===== src/include/gpled_pkg.sv =====
// Constants, register map and carrier types of the pin and indicator block.
// Assumes a 40 MHz pclk and an APB master with 32-bit data and byte addresses.
package gpled_pkg;

	localparam int NUM_PINS = 12;
	localparam int NUM_IND = 8;
	localparam int ADDR_W = 12;

	// Register byte addresses
	localparam logic [11:0] ADDR_INDICATOR_CONFIG = 12'h1BC;
	localparam logic [11:0] ADDR_PIN_CONFIG = 12'h1E0;
	localparam logic [11:0] ADDR_PIN_DATA_DIR = 12'h1E4;
	localparam logic [11:0] ADDR_PIN_IRQ = 12'h1E8;
	localparam logic [11:0] ADDR_TOP_IRQ_STATUS = 12'h1F0;
	localparam logic [11:0] ADDR_TOP_IRQ_ENABLE = 12'h1F4;

	// Field positions
	localparam int DIR_LSB = 16;
	localparam int DATA_LSB = 0;
	localparam int IRQ_EN_LSB = 16;
	localparam int IRQ_FLAG_LSB = 0;
	localparam int POL_LSB = 16;
	localparam int TS_OE_LSB = 14;
	localparam int IND_FUNC_LSB = 8;
	localparam int IND_EN_LSB = 0;
	localparam int TOP_PIN_BIT = 12;

	// Reset values
	localparam logic [11:0] DIR_RST = 12'h000;
	localparam logic [11:0] DATA_RST = 12'h000;
	localparam logic [11:0] IRQ_EN_RST = 12'h000;
	localparam logic [11:0] FLAG_RST = 12'h000;
	localparam logic [11:0] POL_RST = 12'h000;
	localparam logic [1:0] TS_OE_RST = 2'h0;
	localparam logic [1:0] IND_FUNC_RST = 2'h0;
	localparam logic [7:0] IND_EN_RST = 8'h00;
	localparam logic TOP_EN_RST = 1'b0;

	// Timing: least level time of an interrupt input, rounded up to cycles
	localparam int CLK_PERIOD_NS = 25;
	localparam int IRQ_MIN_NS = 40;
	localparam int IRQ_MIN_CYC = (IRQ_MIN_NS + CLK_PERIOD_NS - 1) / CLK_PERIOD_NS;
	localparam logic [1:0] IRQ_CNT_TOP = 2'(IRQ_MIN_CYC - 1);

	typedef enum logic [1:0] {
		GPLED_ST_RESET = 2'b00,
		GPLED_ST_SETTLE = 2'b01,
		GPLED_ST_LOAD = 2'b11,
		GPLED_ST_RUN = 2'b10
	} gpled_strap_state_t;

	typedef struct packed {
		logic [11:0] level;
		logic [11:0] enable;
	} gpled_pin_drv_t;

	typedef struct packed {
		logic [1:0] func;
		logic [7:0] enable;
	} gpled_strap_t;

	typedef struct packed {
		logic valid;
		logic [1:0] func;
		logic [7:0] enable;
	} gpled_loader_t;

endpackage


===== src/hw/gpled_sync.sv =====
// Two-stage synchroniser for a bus of unrelated levels.
// Assumes each bit is an independent level; no word coherence is given.
module gpled_sync #(
	parameter int WIDTH = 12
) (
	// Clock and reset
	input wire logic pclk,
	input wire logic presetn,
	input wire logic ce,
	// Levels
	input wire logic [WIDTH-1:0] d,
	output logic [WIDTH-1:0] q
);

	logic [WIDTH-1:0] meta_r;

	// First stage feeds only the second
	always_ff @(posedge pclk or negedge presetn) begin
		if (!presetn) begin
			meta_r <= '0;
			q <= '0;
		end else if (ce) begin
			meta_r <= d;
			q <= meta_r;
		end
	end

endmodule // gpled_sync


===== src/hw/gpled_top.sv =====
// General purpose pins with indicator function, pin interrupts and APB registers.
// Assumes pins and straps are asynchronous; indicator, timestamp and loader inputs are on pclk.

// Operation
// - Twelve direction bits make each pin an input when clear and an output when set, reset to zero.
// - A general purpose output pin drives the value software wrote into its pin data bit.
// - Reading pin data returns the live pin for inputs and the written value for outputs.
// - Pins 11-10 take direction from their bits only; pins 9 and 8 also from the timestamp enables, pins 7-0 from the indicator enables.
// - Writing one to a pin interrupt flag clears it, writing zero leaves it, and all reset to zero.
// - Every enabled pin flag feeds one summary bit of the top interrupt status.
// - A set per-pin enable makes its flag a summary source, and enables reset to zero.
// - Pin flags are set by their triggers whatever the per-pin enable.
// - The interrupt pin rises for pin interrupts only when the top-level pin enable is set too.
// - Interrupt inputs are level sensitive and must hold the active level over 40 ns.
// - Each of eight indicator enable bits turns its low pin from general purpose to indicator.
// - The indicator function select output is zero unless at least one indicator enable is set.
// - Indicator function and enable reset values are latched from straps at reset release.
// - The configuration loader may replace the strapped indicator values after reset.
// - Each polarity bit selects whether a low or a high level sets the pin flag.
// - A set timestamp output enable makes pin 9 or 8 an output whatever its direction bit.
module gpled_top (
	// Clock, reset, enable
	input wire logic pclk,
	input wire logic presetn,
	input wire logic ce,
	// APB slave
	input wire logic psel,
	input wire logic penable,
	input wire logic pwrite,
	input wire logic [gpled_pkg::ADDR_W-1:0] paddr,
	input wire logic [31:0] pwdata,
	output logic [31:0] prdata,
	output logic pready,
	output logic pslverr,
	// Pins
	input wire logic [gpled_pkg::NUM_PINS-1:0] pin_in,
	output gpled_pkg::gpled_pin_drv_t pin_drv,
	// Timestamp event outputs for pins 9 and 8
	input wire logic [1:0] ts_event_level,
	// Indicator logic
	input wire logic [gpled_pkg::NUM_IND-1:0] indicator_level,
	output logic [1:0] indicator_function_select,
	output logic [gpled_pkg::NUM_IND-1:0] indicator_enable,
	// Straps and configuration loader
	input wire gpled_pkg::gpled_strap_t strap,
	input wire gpled_pkg::gpled_loader_t loader,
	// Host interrupt
	output logic irq
);
	import gpled_pkg::*;

	localparam int STRAP_W = $bits(gpled_strap_t);

	// Register state
	logic [NUM_PINS-1:0] pin_direction_bits_r;
	logic [NUM_PINS-1:0] pin_data_bits_r;
	logic [NUM_PINS-1:0] pin_irq_polarity_r;
	logic [NUM_PINS-1:0] irq_enable_r;
	logic [NUM_PINS-1:0] irq_flag_r;
	logic [NUM_PINS-1:0] irq_flag_nxt;
	logic [1:0] ts_oe_r;
	logic [1:0] ind_func_r;
	logic [NUM_IND-1:0] ind_en_r;
	logic top_irq_enable_r;
	logic irq_r;

	// Bus state
	logic [31:0] prdata_r;
	logic [31:0] rd_mux;
	logic took_r;
	logic unmapped;
	logic wr_fire;

	// Synchronised inputs
	logic [NUM_PINS-1:0] pin_sync;
	logic [STRAP_W-1:0] strap_sync;

	// Strap capture sequence
	gpled_strap_state_t strap_state_r;
	gpled_strap_state_t strap_state_nxt;

	// Derived pin control
	logic [NUM_PINS-1:0] eff_oe;
	logic [NUM_PINS-1:0] eff_level;
	logic [NUM_PINS-1:0] pin_read;
	logic [NUM_PINS-1:0] irq_active;
	logic [NUM_PINS-1:0] irq_hit;
	logic top_irq_status;
	gpled_pin_drv_t pin_drv_r;

	// Pin synchroniser
	gpled_sync #(
		.WIDTH(NUM_PINS)
	) u_pin_sync (
		.pclk(pclk),
		.presetn(presetn),
		.ce(ce),
		.d(pin_in),
		.q(pin_sync)
	);

	// Strap synchroniser
	gpled_sync #(
		.WIDTH(STRAP_W)
	) u_strap_sync (
		.pclk(pclk),
		.presetn(presetn),
		.ce(ce),
		.d(strap),
		.q(strap_sync)
	);

	// Straps are read after the release, once the synchroniser holds them
	always_comb begin
		case (strap_state_r)
			GPLED_ST_RESET: strap_state_nxt = GPLED_ST_SETTLE;
			GPLED_ST_SETTLE: strap_state_nxt = GPLED_ST_LOAD;
			GPLED_ST_LOAD: strap_state_nxt = GPLED_ST_RUN;
			GPLED_ST_RUN: strap_state_nxt = GPLED_ST_RUN;
			default: strap_state_nxt = GPLED_ST_RESET;
		endcase
	end

	always_ff @(posedge pclk or negedge presetn) begin
		if (!presetn) begin
			strap_state_r <= GPLED_ST_RESET;
		end else if (ce) begin
			strap_state_r <= strap_state_nxt;
		end
	end

	// APB decode
	always_comb begin
		case (paddr)
			ADDR_INDICATOR_CONFIG: unmapped = 1'b0;
			ADDR_PIN_CONFIG: unmapped = 1'b0;
			ADDR_PIN_DATA_DIR: unmapped = 1'b0;
			ADDR_PIN_IRQ: unmapped = 1'b0;
			ADDR_TOP_IRQ_STATUS: unmapped = 1'b0;
			ADDR_TOP_IRQ_ENABLE: unmapped = 1'b0;
			default: unmapped = 1'b1;
		endcase
	end

	// Read data is sampled every selected read cycle, so a frozen setup is caught up
	always_ff @(posedge pclk or negedge presetn) begin
		if (!presetn) begin
			took_r <= 1'b0;
		end else if (ce) begin
			took_r <= psel & ~(penable & took_r);
		end
	end

	assign pready = psel & penable & took_r & ce;
	assign pslverr = pready & unmapped;
	assign wr_fire = pready & pwrite & ~unmapped;

	// Effective direction and level per pin
	always_comb begin
		eff_oe = pin_direction_bits_r;
		eff_level = pin_data_bits_r;
		eff_oe[9:8] = pin_direction_bits_r[9:8] | ts_oe_r;
		eff_level[9:8] = ts_event_level;
		for (int i = 8; i <= 9; i++) begin
			if (!ts_oe_r[i-8]) begin
				eff_level[i] = pin_data_bits_r[i];
			end
		end
		for (int i = 0; i < NUM_IND; i++) begin
			if (ind_en_r[i]) begin
				eff_oe[i] = 1'b1;
				eff_level[i] = indicator_level[i];
			end
		end
	end

	// Inputs show the pin, outputs the written value
	assign pin_read = (pin_data_bits_r & eff_oe) | (pin_sync & ~eff_oe);

	// Read mux
	always_comb begin
		rd_mux = 32'h0000_0000;
		case (paddr)
			ADDR_INDICATOR_CONFIG: begin
				rd_mux[IND_FUNC_LSB +: 2] = ind_func_r;
				rd_mux[IND_EN_LSB +: NUM_IND] = ind_en_r;
			end
			ADDR_PIN_CONFIG: begin
				rd_mux[POL_LSB +: NUM_PINS] = pin_irq_polarity_r;
				rd_mux[TS_OE_LSB +: 2] = ts_oe_r;
			end
			ADDR_PIN_DATA_DIR: begin
				rd_mux[DIR_LSB +: NUM_PINS] = pin_direction_bits_r;
				rd_mux[DATA_LSB +: NUM_PINS] = pin_read;
			end
			ADDR_PIN_IRQ: begin
				rd_mux[IRQ_EN_LSB +: NUM_PINS] = irq_enable_r;
				rd_mux[IRQ_FLAG_LSB +: NUM_PINS] = irq_flag_r;
			end
			ADDR_TOP_IRQ_STATUS: begin
				rd_mux[TOP_PIN_BIT] = top_irq_status;
			end
			ADDR_TOP_IRQ_ENABLE: begin
				rd_mux[TOP_PIN_BIT] = top_irq_enable_r;
			end
			default: begin
				rd_mux = 32'h0000_0000;
			end
		endcase
	end

	always_ff @(posedge pclk or negedge presetn) begin
		if (!presetn) begin
			prdata_r <= 32'h0000_0000;
		end else if (ce && psel && !pwrite) begin
			prdata_r <= rd_mux;
		end
	end

	assign prdata = prdata_r;

	// Direction and data
	always_ff @(posedge pclk or negedge presetn) begin
		if (!presetn) begin
			pin_direction_bits_r <= DIR_RST;
			pin_data_bits_r <= DATA_RST;
		end else if (ce && wr_fire && paddr == ADDR_PIN_DATA_DIR) begin
			pin_direction_bits_r <= pwdata[DIR_LSB +: NUM_PINS];
			pin_data_bits_r <= pwdata[DATA_LSB +: NUM_PINS];
		end
	end

	// Polarity and timestamp output enables
	always_ff @(posedge pclk or negedge presetn) begin
		if (!presetn) begin
			pin_irq_polarity_r <= POL_RST;
			ts_oe_r <= TS_OE_RST;
		end else if (ce && wr_fire && paddr == ADDR_PIN_CONFIG) begin
			pin_irq_polarity_r <= pwdata[POL_LSB +: NUM_PINS];
			ts_oe_r <= pwdata[TS_OE_LSB +: 2];
		end
	end

	// Indicator config: strap, then loader, then software
	always_ff @(posedge pclk or negedge presetn) begin
		if (!presetn) begin
			ind_func_r <= IND_FUNC_RST;
			ind_en_r <= IND_EN_RST;
		end else if (ce) begin
			if (strap_state_r == GPLED_ST_LOAD) begin
				ind_func_r <= strap_sync[IND_FUNC_LSB +: 2];
				ind_en_r <= strap_sync[IND_EN_LSB +: NUM_IND];
			end else if (loader.valid) begin
				ind_func_r <= loader.func;
				ind_en_r <= loader.enable;
			end else if (wr_fire && paddr == ADDR_INDICATOR_CONFIG) begin
				ind_func_r <= pwdata[IND_FUNC_LSB +: 2];
				ind_en_r <= pwdata[IND_EN_LSB +: NUM_IND];
			end
		end
	end

	// Function select is forced to zero only while no indicator enable is set
	assign indicator_function_select = (|ind_en_r) ? ind_func_r : 2'h0;
	assign indicator_enable = ind_en_r;

	// Per-pin enables
	always_ff @(posedge pclk or negedge presetn) begin
		if (!presetn) begin
			irq_enable_r <= IRQ_EN_RST;
		end else if (ce && wr_fire && paddr == ADDR_PIN_IRQ) begin
			irq_enable_r <= pwdata[IRQ_EN_LSB +: NUM_PINS];
		end
	end

	// Top-level pin interrupt enable
	always_ff @(posedge pclk or negedge presetn) begin
		if (!presetn) begin
			top_irq_enable_r <= TOP_EN_RST;
		end else if (ce && wr_fire && paddr == ADDR_TOP_IRQ_ENABLE) begin
			top_irq_enable_r <= pwdata[TOP_PIN_BIT];
		end
	end

	// Level qualifier: short glitches under the least time are ignored
	assign irq_active = ~(pin_sync ^ pin_irq_polarity_r);

	generate
		for (genvar g = 0; g < NUM_PINS; g++) begin : g_level
			logic [1:0] run_r;

			always_ff @(posedge pclk or negedge presetn) begin
				if (!presetn) begin
					run_r <= 2'h0;
				end else if (ce) begin
					if (!irq_active[g]) begin
						run_r <= 2'h0;
					end else if (run_r != IRQ_CNT_TOP) begin
						run_r <= run_r + 2'h1;
					end
				end
			end

			assign irq_hit[g] = irq_active[g] && (run_r == IRQ_CNT_TOP);
		end
	endgenerate

	// Flags set regardless of enable; a set in the clear cycle wins
	always_comb begin
		irq_flag_nxt = irq_flag_r;
		if (wr_fire && paddr == ADDR_PIN_IRQ) begin
			irq_flag_nxt = irq_flag_r & ~pwdata[IRQ_FLAG_LSB +: NUM_PINS];
		end
		irq_flag_nxt = irq_flag_nxt | irq_hit;
	end

	always_ff @(posedge pclk or negedge presetn) begin
		if (!presetn) begin
			irq_flag_r <= FLAG_RST;
		end else if (ce) begin
			irq_flag_r <= irq_flag_nxt;
		end
	end

	// Summary and host interrupt
	assign top_irq_status = |(irq_flag_r & irq_enable_r);

	always_ff @(posedge pclk or negedge presetn) begin
		if (!presetn) begin
			irq_r <= 1'b0;
		end else if (ce) begin
			irq_r <= top_irq_status & top_irq_enable_r;
		end
	end

	assign irq = irq_r;

	// Pin drivers are registered to keep the pads glitch free
	always_ff @(posedge pclk or negedge presetn) begin
		if (!presetn) begin
			pin_drv_r <= '0;
		end else if (ce) begin
			pin_drv_r.level <= eff_level;
			pin_drv_r.enable <= eff_oe;
		end
	end

	assign pin_drv = pin_drv_r;

endmodule // gpled_top


===== config.mk =====
export PLATFORM = sky130hd
export DESIGN_NAME = gpled_top
export DESIGN_NICKNAME = d
export VERILOG_FILES = /design/src/include/gpled_pkg.sv /design/src/hw/gpled_sync.sv /design/src/hw/gpled_top.sv
export SDC_FILE = /design/constraint.sdc
export NUM_CORES = 1
export LEC_CHECK = 0
export ABC_AREA = 1
export ABC_CLOCK_PERIOD_IN_PS = 1510
export BUFFER_PORTS_ARGS = -buffer_cell sky130_fd_sc_hd__buf_4
export CORE_ASPECT_RATIO = 1.2
export CORE_MARGIN = 5
export CORE_UTILIZATION = 56
export DETAILED_ROUTE_END_ITERATION = 6
export GPL_ROUTABILITY_DRIVEN = 0
export PLACE_DENSITY = 0.87
export SYNTH_ARGS = -nofsm -noshare
export SYNTH_HDL_FRONTEND = slang
export SYNTH_SLANG_ARGS = --single-unit

===== constraint.sdc =====
create_clock -name pclk -period 1.51 [get_ports pclk]
set_input_delay 0.151 -clock pclk [delete_from_list [all_inputs] [get_ports pclk]]
set_output_delay 0.151 -clock pclk [all_outputs]
set_load 0.01 [all_outputs]

==> run_results.csv, run 1 <==
group,metric,value,unit
logic_synthesis,synth_area_per_cell,7.913,sq um
worst_setup_path,worst_path_most_repeated_cell,"nand2_2",
cells_and_area,final_cell_mix,"nand2_1, buf_4, dfrtp_1",
cts,h-tree-depth,4,
worst_setup_path,worstPathMaxFanout,5,
worst_setup_path,criticalPathCategory,"flip-flop to flip-flop",
power_and_ir_drop,p_per_area,1022,nW/um^2
logic_synthesis,synth_area,9417,sq um
route,vias,10480,
timing,timing.final.ws_setup,-0.2874,ns
cells_and_area,final_area,12740,sq um
worst_setup_path,worstPathRequired,1.86,ns
placement,place_hpwl,20250,microns
job,drv_cap,0,
floorplan,ios,162,
logic_synthesis,synth_cell_types,33,
logic_synthesis,synth-adder-area-share,1.594,%
logic_synthesis,muxShareOfSynthArea,0,%
route,via_per_inst,6.222,
grt,grt_use_total,32.66,%
worst_setup_path,end_kind,"flip-flop",
grt,grt_pass1_wl,50150,microns
floorplan,fp-row-count,52,
placement,port_buffers,151,
timing,hold_ws,0.006787,ns
floorplan,die_w,128.4,microns
run_status,failed_checks,"DRC, setup timing",
cells_and_area,syn2layout_area_growth,35.29,%
power_and_ir_drop,netSwitchingPower,3833,uW
timing,fin_skew,0.01125,ns
power_and_ir_drop,swShare,29.45,%
route,firstDrtPassIters,7,
timing,max_freq,556.3,MHz
power_and_ir_drop,seqPwrFrac,46.2,%
route,routed_wl,35520,microns
logic_synthesis,ys_seq_area_share,52.09,%
floorplan,die_area,19520,sq um
worst_setup_path,start_kind,"flip-flop",
logic_synthesis,syn_inst,1190,
cts,cts_tree,"built",
timing,worstMarginPinSlew,0.6273,ns
logic_synthesis,synth-xor-area-share,1.116,%
cts,cts.sinks,196,
route,drt_iter0_markers,1730,
power_and_ir_drop,combPwrFrac,19.3,%
grt,grt_overflow_total,0,
logic_synthesis,synth_top_family_by_area,"simple AND/OR/NAND/NOR gates",
power_and_ir_drop,p_int,9183,uW
logic_synthesis,synth_simple_gate_area_share,27.12,%
route,antenna_left,0,
cells_and_area,antenna_cells,0,
cts,cts_buffer_depth,2,
timing,rsz0062_at_grt,"true",
cts,cts.clk_slew.worst_paths,0.08,ns
route,wl_per_cell,21.09,microns
timing,period_minus_slack,1.797,ns
power_and_ir_drop,irDropWorstVdd,0.9072,mV
cells_and_area,fin_nets,1562,
grt,grt_max_degree,79,
cells_and_area,mostFrequentLayoutCell,"nand2_1",
timing,final.period_utilization,119.0,%
placement,dp_slack,-0.1510,ns
logic_synthesis,synth-seq-cells,196,
worst_setup_path,path_cells,"nand2_2 -> nor2_2 -> nand2_1 -> inv_2 -> nand4_1 -> a21oi_2 -> buf_4 -> buf_6 -> nand2_2 -> o21ai_1",
cts,cts_made_buffers,17,
worst_setup_path,max_stage_delay,0.36,ns
cts,clk_latency,0.44,ns
worst_setup_path,cp_data_arrival_time,2.15,ns
power_and_ir_drop,p_leak,0.006706,uW
logic_synthesis,yosysWarnings,0,
placement,placed_area,11200,sq um
timing,maxSlewViolCount,0,
min_path,hold_class,"input port to flip-flop",
logic_synthesis,synth_compound_area_share,10.10,%
cts,cts_root_buf,"clkbuf_16",
grt,grt_pass1_vias,9767,
power_and_ir_drop,clockPowerShare,34.6,%
floorplan,core-area,16720,sq um
grt,antenna_found_initial,1,
floorplan,die_h,152.1,microns
timing,finalSetupViolations,50,
route,drc_errors,19,
timing,hold_viol_final,0,
cells_and_area,drive_gt1_share,21.53,%
worst_setup_path,cp_slowest_cell,"dfrtp_1",
floorplan,start_util,56.32,%
timing,slew-limit-headroom,57.74,%
run_status,outcome,"finished, violations left",
-- cells by family (layout without fill, tap and decap cells) --
| group | count (synthesis) | count (layout) |
|---|---|---|
| XOR/XNOR | 12 | 12 |
| AND/OR/NAND/NOR | 610 | 610 |
| AO/OA/AOI/OAI | 176 | 176 |
| adder cells (fa/ha/maj) | 12 | 12 |
| other | 1 | 5 |
| buffers and inverters | 183 | 457 |
| flip-flops | 196 | 196 |
-- metal layers --
metal,vias up,GRT usage [%],share of wire (%)
met4,2,18.81,9.7
met3,378,6.952,13
met2,1038,53.36,46
met1,4744,39.70,31
met5,-,0,0.034
li1,4316,-,-
-- worst max-delay path, delay by kind of cell, from the launching register on --
kind / cells / cell delay (ns)
flip-flops: 1 / 0.36
AO/OA/AOI/OAI: 2 / 0.41
AND/OR/NAND/NOR: 5 / 0.61
buffers and inverters: 3 / 0.32
-- worst paths after layout --
kind | start | to | slack (ns) | cells past startpoint
setup reg to reg | took_r | ind_func_r[0] | -0.29 | 10
hold / removal | pwdata[10] | pin_data_bits_r[10] | 0.007 | 3
hold reg to reg | u_strap_sync.meta_r[3] | u_strap_sync.meta_r[3] | 0.47 | 2
max in group asynchronous | presetn | u_pin_sync.q[0] | 0.63 | 3
setup / recovery | took_r | ind_func_r[0] | -0.29 | 10
min in group asynchronous | presetn | pin_irq_polarity_r[10] | 0.25 | 2
-- timing repair --
item	CTS	global route
cloned	0	8
setup endpoints to repair	56	56
hold endpoints to repair	122	1
pin swaps	6	5
resized for setup	10	40
setup buffers	10	13
hold buffers	54	1
-- per-stage QoR --
step                      total power, uW  std cells  utilization (%)  setup TNS (ns)
after floorplan                      6975       1194                -               0
after global placement               7932       1568            66.99          -3.474
after detailed placement             8046       1568            66.99          -6.728
after CTS                           12650       1662            74.17         -0.9375
after global routing                13420       1684            76.19          -5.164
final                               13020       1684            76.19          -3.425
-- state kept, by name (all words and copies together) (netlist names), 10 cells and up --
| register | count |
|---|---|
| g_level.run_r | 24 |
| irq_enable_r | 12 |
| irq_flag_r | 12 |
| pin_data_bits_r | 12 |
| pin_direction_bits_r | 12 |
| pin_drv | 24 |
| pin_irq_polarity_r | 12 |
| prdata | 27 |
| u_pin_sync.meta_r | 12 |
| u_pin_sync.q | 12 |
| u_strap_sync.meta_r | 10 |
| u_strap_sync.q | 10 |
-- cells in the mapped netlist --
cell type / n / area (sq um)
nand4_1: 51 / 319.1
o21ai_0: 132 / 660.6
nand3b_1: 11 / 82.58
conb_1: 1 / 3.750
buf_6: 1 / 11.26
a21o_1: 1 / 7.510
o31ai_1: 2 / 15.01
nand3_1: 26 / 130.1
nand2_1: 432 / 1622
ha_1: 12 / 150.1
dfrtp_1: 196 / 4905
xnor2_1: 12 / 105.1
o21bai_1: 4 / 30.03
buf_4: 9 / 67.56
a22o_1: 2 / 17.52
nor2_1: 77 / 289.0
inv_2: 4 / 15.01
clkbuf_1: 29 / 108.9
nor2_2: 4 / 25.02
nor3_4: 1 / 16.27
nand2_2: 3 / 18.77
o221ai_1: 8 / 70.07
and3_1: 1 / 6.260
buf_2: 16 / 80.08
inv_1: 121 / 454.2
buf_1: 3 / 11.26
o211ai_1: 3 / 22.52
o22ai_1: 6 / 37.54
a21oi_1: 18 / 90.09
nor3_1: 1 / 5.000
nor3b_4: 1 / 18.77
nand3_2: 1 / 10.01
nor2_4: 1 / 11.26
-- power groups by stage --
stage               registers (uW)  logic, uW  clock network [uW]
global route                  6030       2700                4680
CTS                           5960       2240                4460
floorplan                     6070        904                   0
global placement              6070       1860                   0
finish                        6010       2510                4500
detailed placement            6090       1960                   0
-- final cells by class --
cell class,count,area (sq um)
tap,216,270.3
clock buffer,18,429.2
inverter,125,471.7
clock inverter,12,135.1
sequential,196,4905
multi-input combinational,815,3845
timing repair buffer,302,2684
fill,968,3981
Power figures use the tool's default switching activity.
==> run 2, diff against run 1 <==
--- a/config.mk
+++ b/config.mk
@@ -5,15 +5,14 @@
 export SDC_FILE = /design/constraint.sdc
 export NUM_CORES = 1
 export LEC_CHECK = 0
-export ABC_AREA = 1
 export ABC_CLOCK_PERIOD_IN_PS = 1510
 export BUFFER_PORTS_ARGS = -buffer_cell sky130_fd_sc_hd__buf_4
 export CORE_ASPECT_RATIO = 1.2
 export CORE_MARGIN = 5
-export CORE_UTILIZATION = 56
+export CORE_UTILIZATION = 35
 export DETAILED_ROUTE_END_ITERATION = 6
 export GPL_ROUTABILITY_DRIVEN = 0
-export PLACE_DENSITY = 0.87
+export PLACE_DENSITY = 0.61
 export SYNTH_ARGS = -nofsm -noshare
 export SYNTH_HDL_FRONTEND = slang
 export SYNTH_SLANG_ARGS = --single-unit
==> run_results.csv, run 2 <==
group,metric,value,unit
worst_setup_path,criticalPathCategory,"flip-flop to flip-flop",
cts,cts.sinks,196,
power_and_ir_drop,combPwrFrac,20.1,%
job,drv_cap,0,
placement,place_hpwl,19500,microns
power_and_ir_drop,irDropWorstVdd,0.6354,mV
timing,period_minus_slack,1.739,ns
min_path,hold_class,"input port to flip-flop",
floorplan,core-area,25380,sq um
floorplan,ios,162,
floorplan,die_area,28970,sq um
cts,cts_buffer_depth,2,
cells_and_area,antenna_cells,0,
power_and_ir_drop,p_per_area,1113,nW/um^2
cells_and_area,utilization,48.80,%
worst_setup_path,start_kind,"flip-flop",
logic_synthesis,yosysWarnings,0,
route,firstDrtPassIters,4,
timing,hold_ws,0.01375,ns
logic_synthesis,synth_top_flop_cell,"dfrtp_1",
cells_and_area,mostFrequentLayoutCell,"buf_4",
route,vias,6969,
route,routed_wl,26190,microns
logic_synthesis,synth-seq-cells,196,
floorplan,start_util,35.37,%
logic_synthesis,synth_most_common_cell,"dfrtp_1",
grt,grt_max_degree,82,
power_and_ir_drop,netSwitchingPower,4070,uW
placement,port_buffers,151,
cts,cts.clk_slew.worst_paths,0.08,ns
power_and_ir_drop,swShare,29.52,%
worst_setup_path,end_kind,"flip-flop",
logic_synthesis,yosysTopAreaCell,"dfrtp_1",
cts,cts_made_buffers,17,
power_and_ir_drop,p_int,9716,uW
logic_synthesis,synth_area,8979,sq um
power_and_ir_drop,p_total,13790,uW
logic_synthesis,ys_top_cells_by_count,"dfrtp_1, nand2_1, mux2_2",
timing,fin_skew,0.01355,ns
logic_synthesis,synth_area_leaders,"dfrtp_1, mux2_2, nand2_1",
logic_synthesis,synth_area_per_cell,11.66,sq um
cells_and_area,final_cell_mix,"buf_4, dfrtp_1, nand2_1",
logic_synthesis,synth_cell_types,51,
cts,cts_tree,"built",
route,via_per_inst,5.057,
timing,final.period_utilization,115.2,%
power_and_ir_drop,clockPowerShare,33.7,%
cts,h-tree-depth,4,
floorplan,die_w,156.2,microns
timing,finalSetupViolations,73,
cts,cts_root_buf,"clkbuf_16",
route,drt_iter0_markers,319,
floorplan,die_h,185.5,microns
cts,clk_latency,0.45,ns
route,antenna_left,0,
grt,grt_overflow_total,0,
grt,grt_use_total,18.28,%
timing,timing.final.ws_setup,-0.2289,ns
route,wl_per_cell,19.01,microns
cells_and_area,drive_gt1_share,37.21,%
worst_setup_path,cp_data_arrival_time,2.06,ns
route,drc_errors,0,
power_and_ir_drop,p_leak,0.005825,uW
timing,rsz0062_at_grt,"true",
run_status,failed_checks,"setup timing",
logic_synthesis,synth.top_cell.area_share,54.63,%
timing,hold_viol_final,0,
cells_and_area,syn2layout_area_growth,37.97,%
grt,antenna_found_initial,0,
power_and_ir_drop,seqPwrFrac,46.2,%
run_status,outcome,"finished, violations left",
cells_and_area,largest_reg_flops,27,
timing,maxSlewViolCount,0,
timing,max_freq,575.1,MHz
logic_synthesis,synth-edff-count,0,
grt,grt_pass1_vias,7084,
logic_synthesis,async_flop_share,100.0,%
worst_setup_path,worstPathMaxFanout,24,
floorplan,fp-row-count,64,
grt,grt_pass1_wl,40430,microns
worst_setup_path,worstPathRequired,1.83,ns
logic_synthesis,ys_seq_area_share,54.63,%
logic_synthesis,syn_inst,770,
cells_and_area,fin_nets,1140,
==> run 2: cell types whose count changed after synthesis, moves of 12 or more <==
cell	before	now
a21oi_1	18	40
a32o_1	0	12
nand3_1	26	3
buf_2	16	4
a22o_1	2	23
nor2_1	77	50
mux2i_1	0	31
mux2_1	0	20
nand4_1	51	0
inv_1	121	18
nand2_1	432	97
o21ai_0	132	38
mux2_2	0	93
==> run 2: final cells by class <==
type	instances	area (sq um)
clock buffers	17	425.4
clock inverters	15	181.4
fillers	2284	13000
inverters	18	67.56
multi-input cells	519	3946
flip-flops and latches	196	4912
well taps	330	412.9
repair buffers	283	2442
==> run 2: routing by layer <==
metal / global-route usage (%) / share of wire [%] / vias up / wire length, microns
met5: 0 / 0 / - / 0
met4: 6.771 / 2.5 / 0 / 660
met3: 3.279 / 4.1 / 31 / 1061
met1: 23.24 / 43 / 3485 / 11210
met2: 31.25 / 51 / 163 / 13250
li1: - / - / 3290 / -
==> run 2: logic make-up (layout without fill, tap and decap cells) <==
kind of cell / Yosys count / after routing / synth area share [%]
AND/OR/NAND/NOR: 191 / 191 / 9.853
flip-flops: 196 / 196 / 54.63
buffers and inverters: 59 / 333 / 3.107
adder cells (fa/ha/maj): 12 / 12 / 1.672
multiplexers: 144 / 144 / 17.63
XOR/XNOR: 12 / 12 / 1.171
AO/OA/AOI/OAI: 155 / 155 / 11.90
other: 1 / 5 / 0.04177
==> run 2: repair_timing <==
| action | 4_1_cts | 5_1_grt |
|---|---|---|
| gates cloned | 1 | 1 |
| endpoints found under the hold margin | 117 | 0 |
| setup endpoints to repair | 75 | 79 |
| pin swaps | 3 | 2 |
| hold buffers | 52 | 0 |
| resized for setup | 16 | 19 |
| setup buffers | 6 | 2 |
==> run 2: critical path: stages, from the launching register on <==
cell and delay, ns:
dfrtp_1 0.35, and4_4 0.22, nand2_4 0.05, or2_4 0.25
nor3_4 0.16, buf_12 0.22, mux2_1 0.34
==> run 2: path summary, 6_finish.rpt <==
| check | from | end | slack (ns) | cells past startpoint |
|---|---|---|---|---|
| worst max register to register | took_r | pin_direction_bits_r[10] | -0.23 | 6 |
| worst min register to register | g_level[11].run_r[1] | g_level[11].run_r[1] | 0.48 | 2 |
| worst max-delay path | took_r | pin_direction_bits_r[10] | -0.23 | 6 |
| worst min-delay path | indicator_level[1] | pin_drv[13] | 0.01 | 3 |
| min in group asynchronous | presetn | u_strap_sync.meta_r[4] | 0.23 | 2 |
| max in group asynchronous | presetn | pin_data_bits_r[1] | 0.67 | 3 |
==> run 2: per-stage QoR <==
stage / cell area [sq um] / setup WS [ns] / cells / setup TNS [ns]
floorplan: 9067 / -0.2551 / 774 / -10.76
global placement: 11060 / -0.3334 / 1285 / -19.95
detailed placement: 11060 / -0.3078 / 1285 / -19.61
CTS: 12300 / -0.2395 / 1376 / -11.83
global route: 12390 / -0.3077 / 1378 / -16.13
finish: 12390 / -0.2289 / 1378 / -10.85
==> run 2: power groups by stage <==
stage	clock (uW)	combinational, uW	sequential, uW
global route	4960	3070	6450
floorplan	0	1300	6390
CTS	4770	2740	6370
detailed placement	0	2510	6490
finish	4650	2770	6370
global placement	0	2430	6470
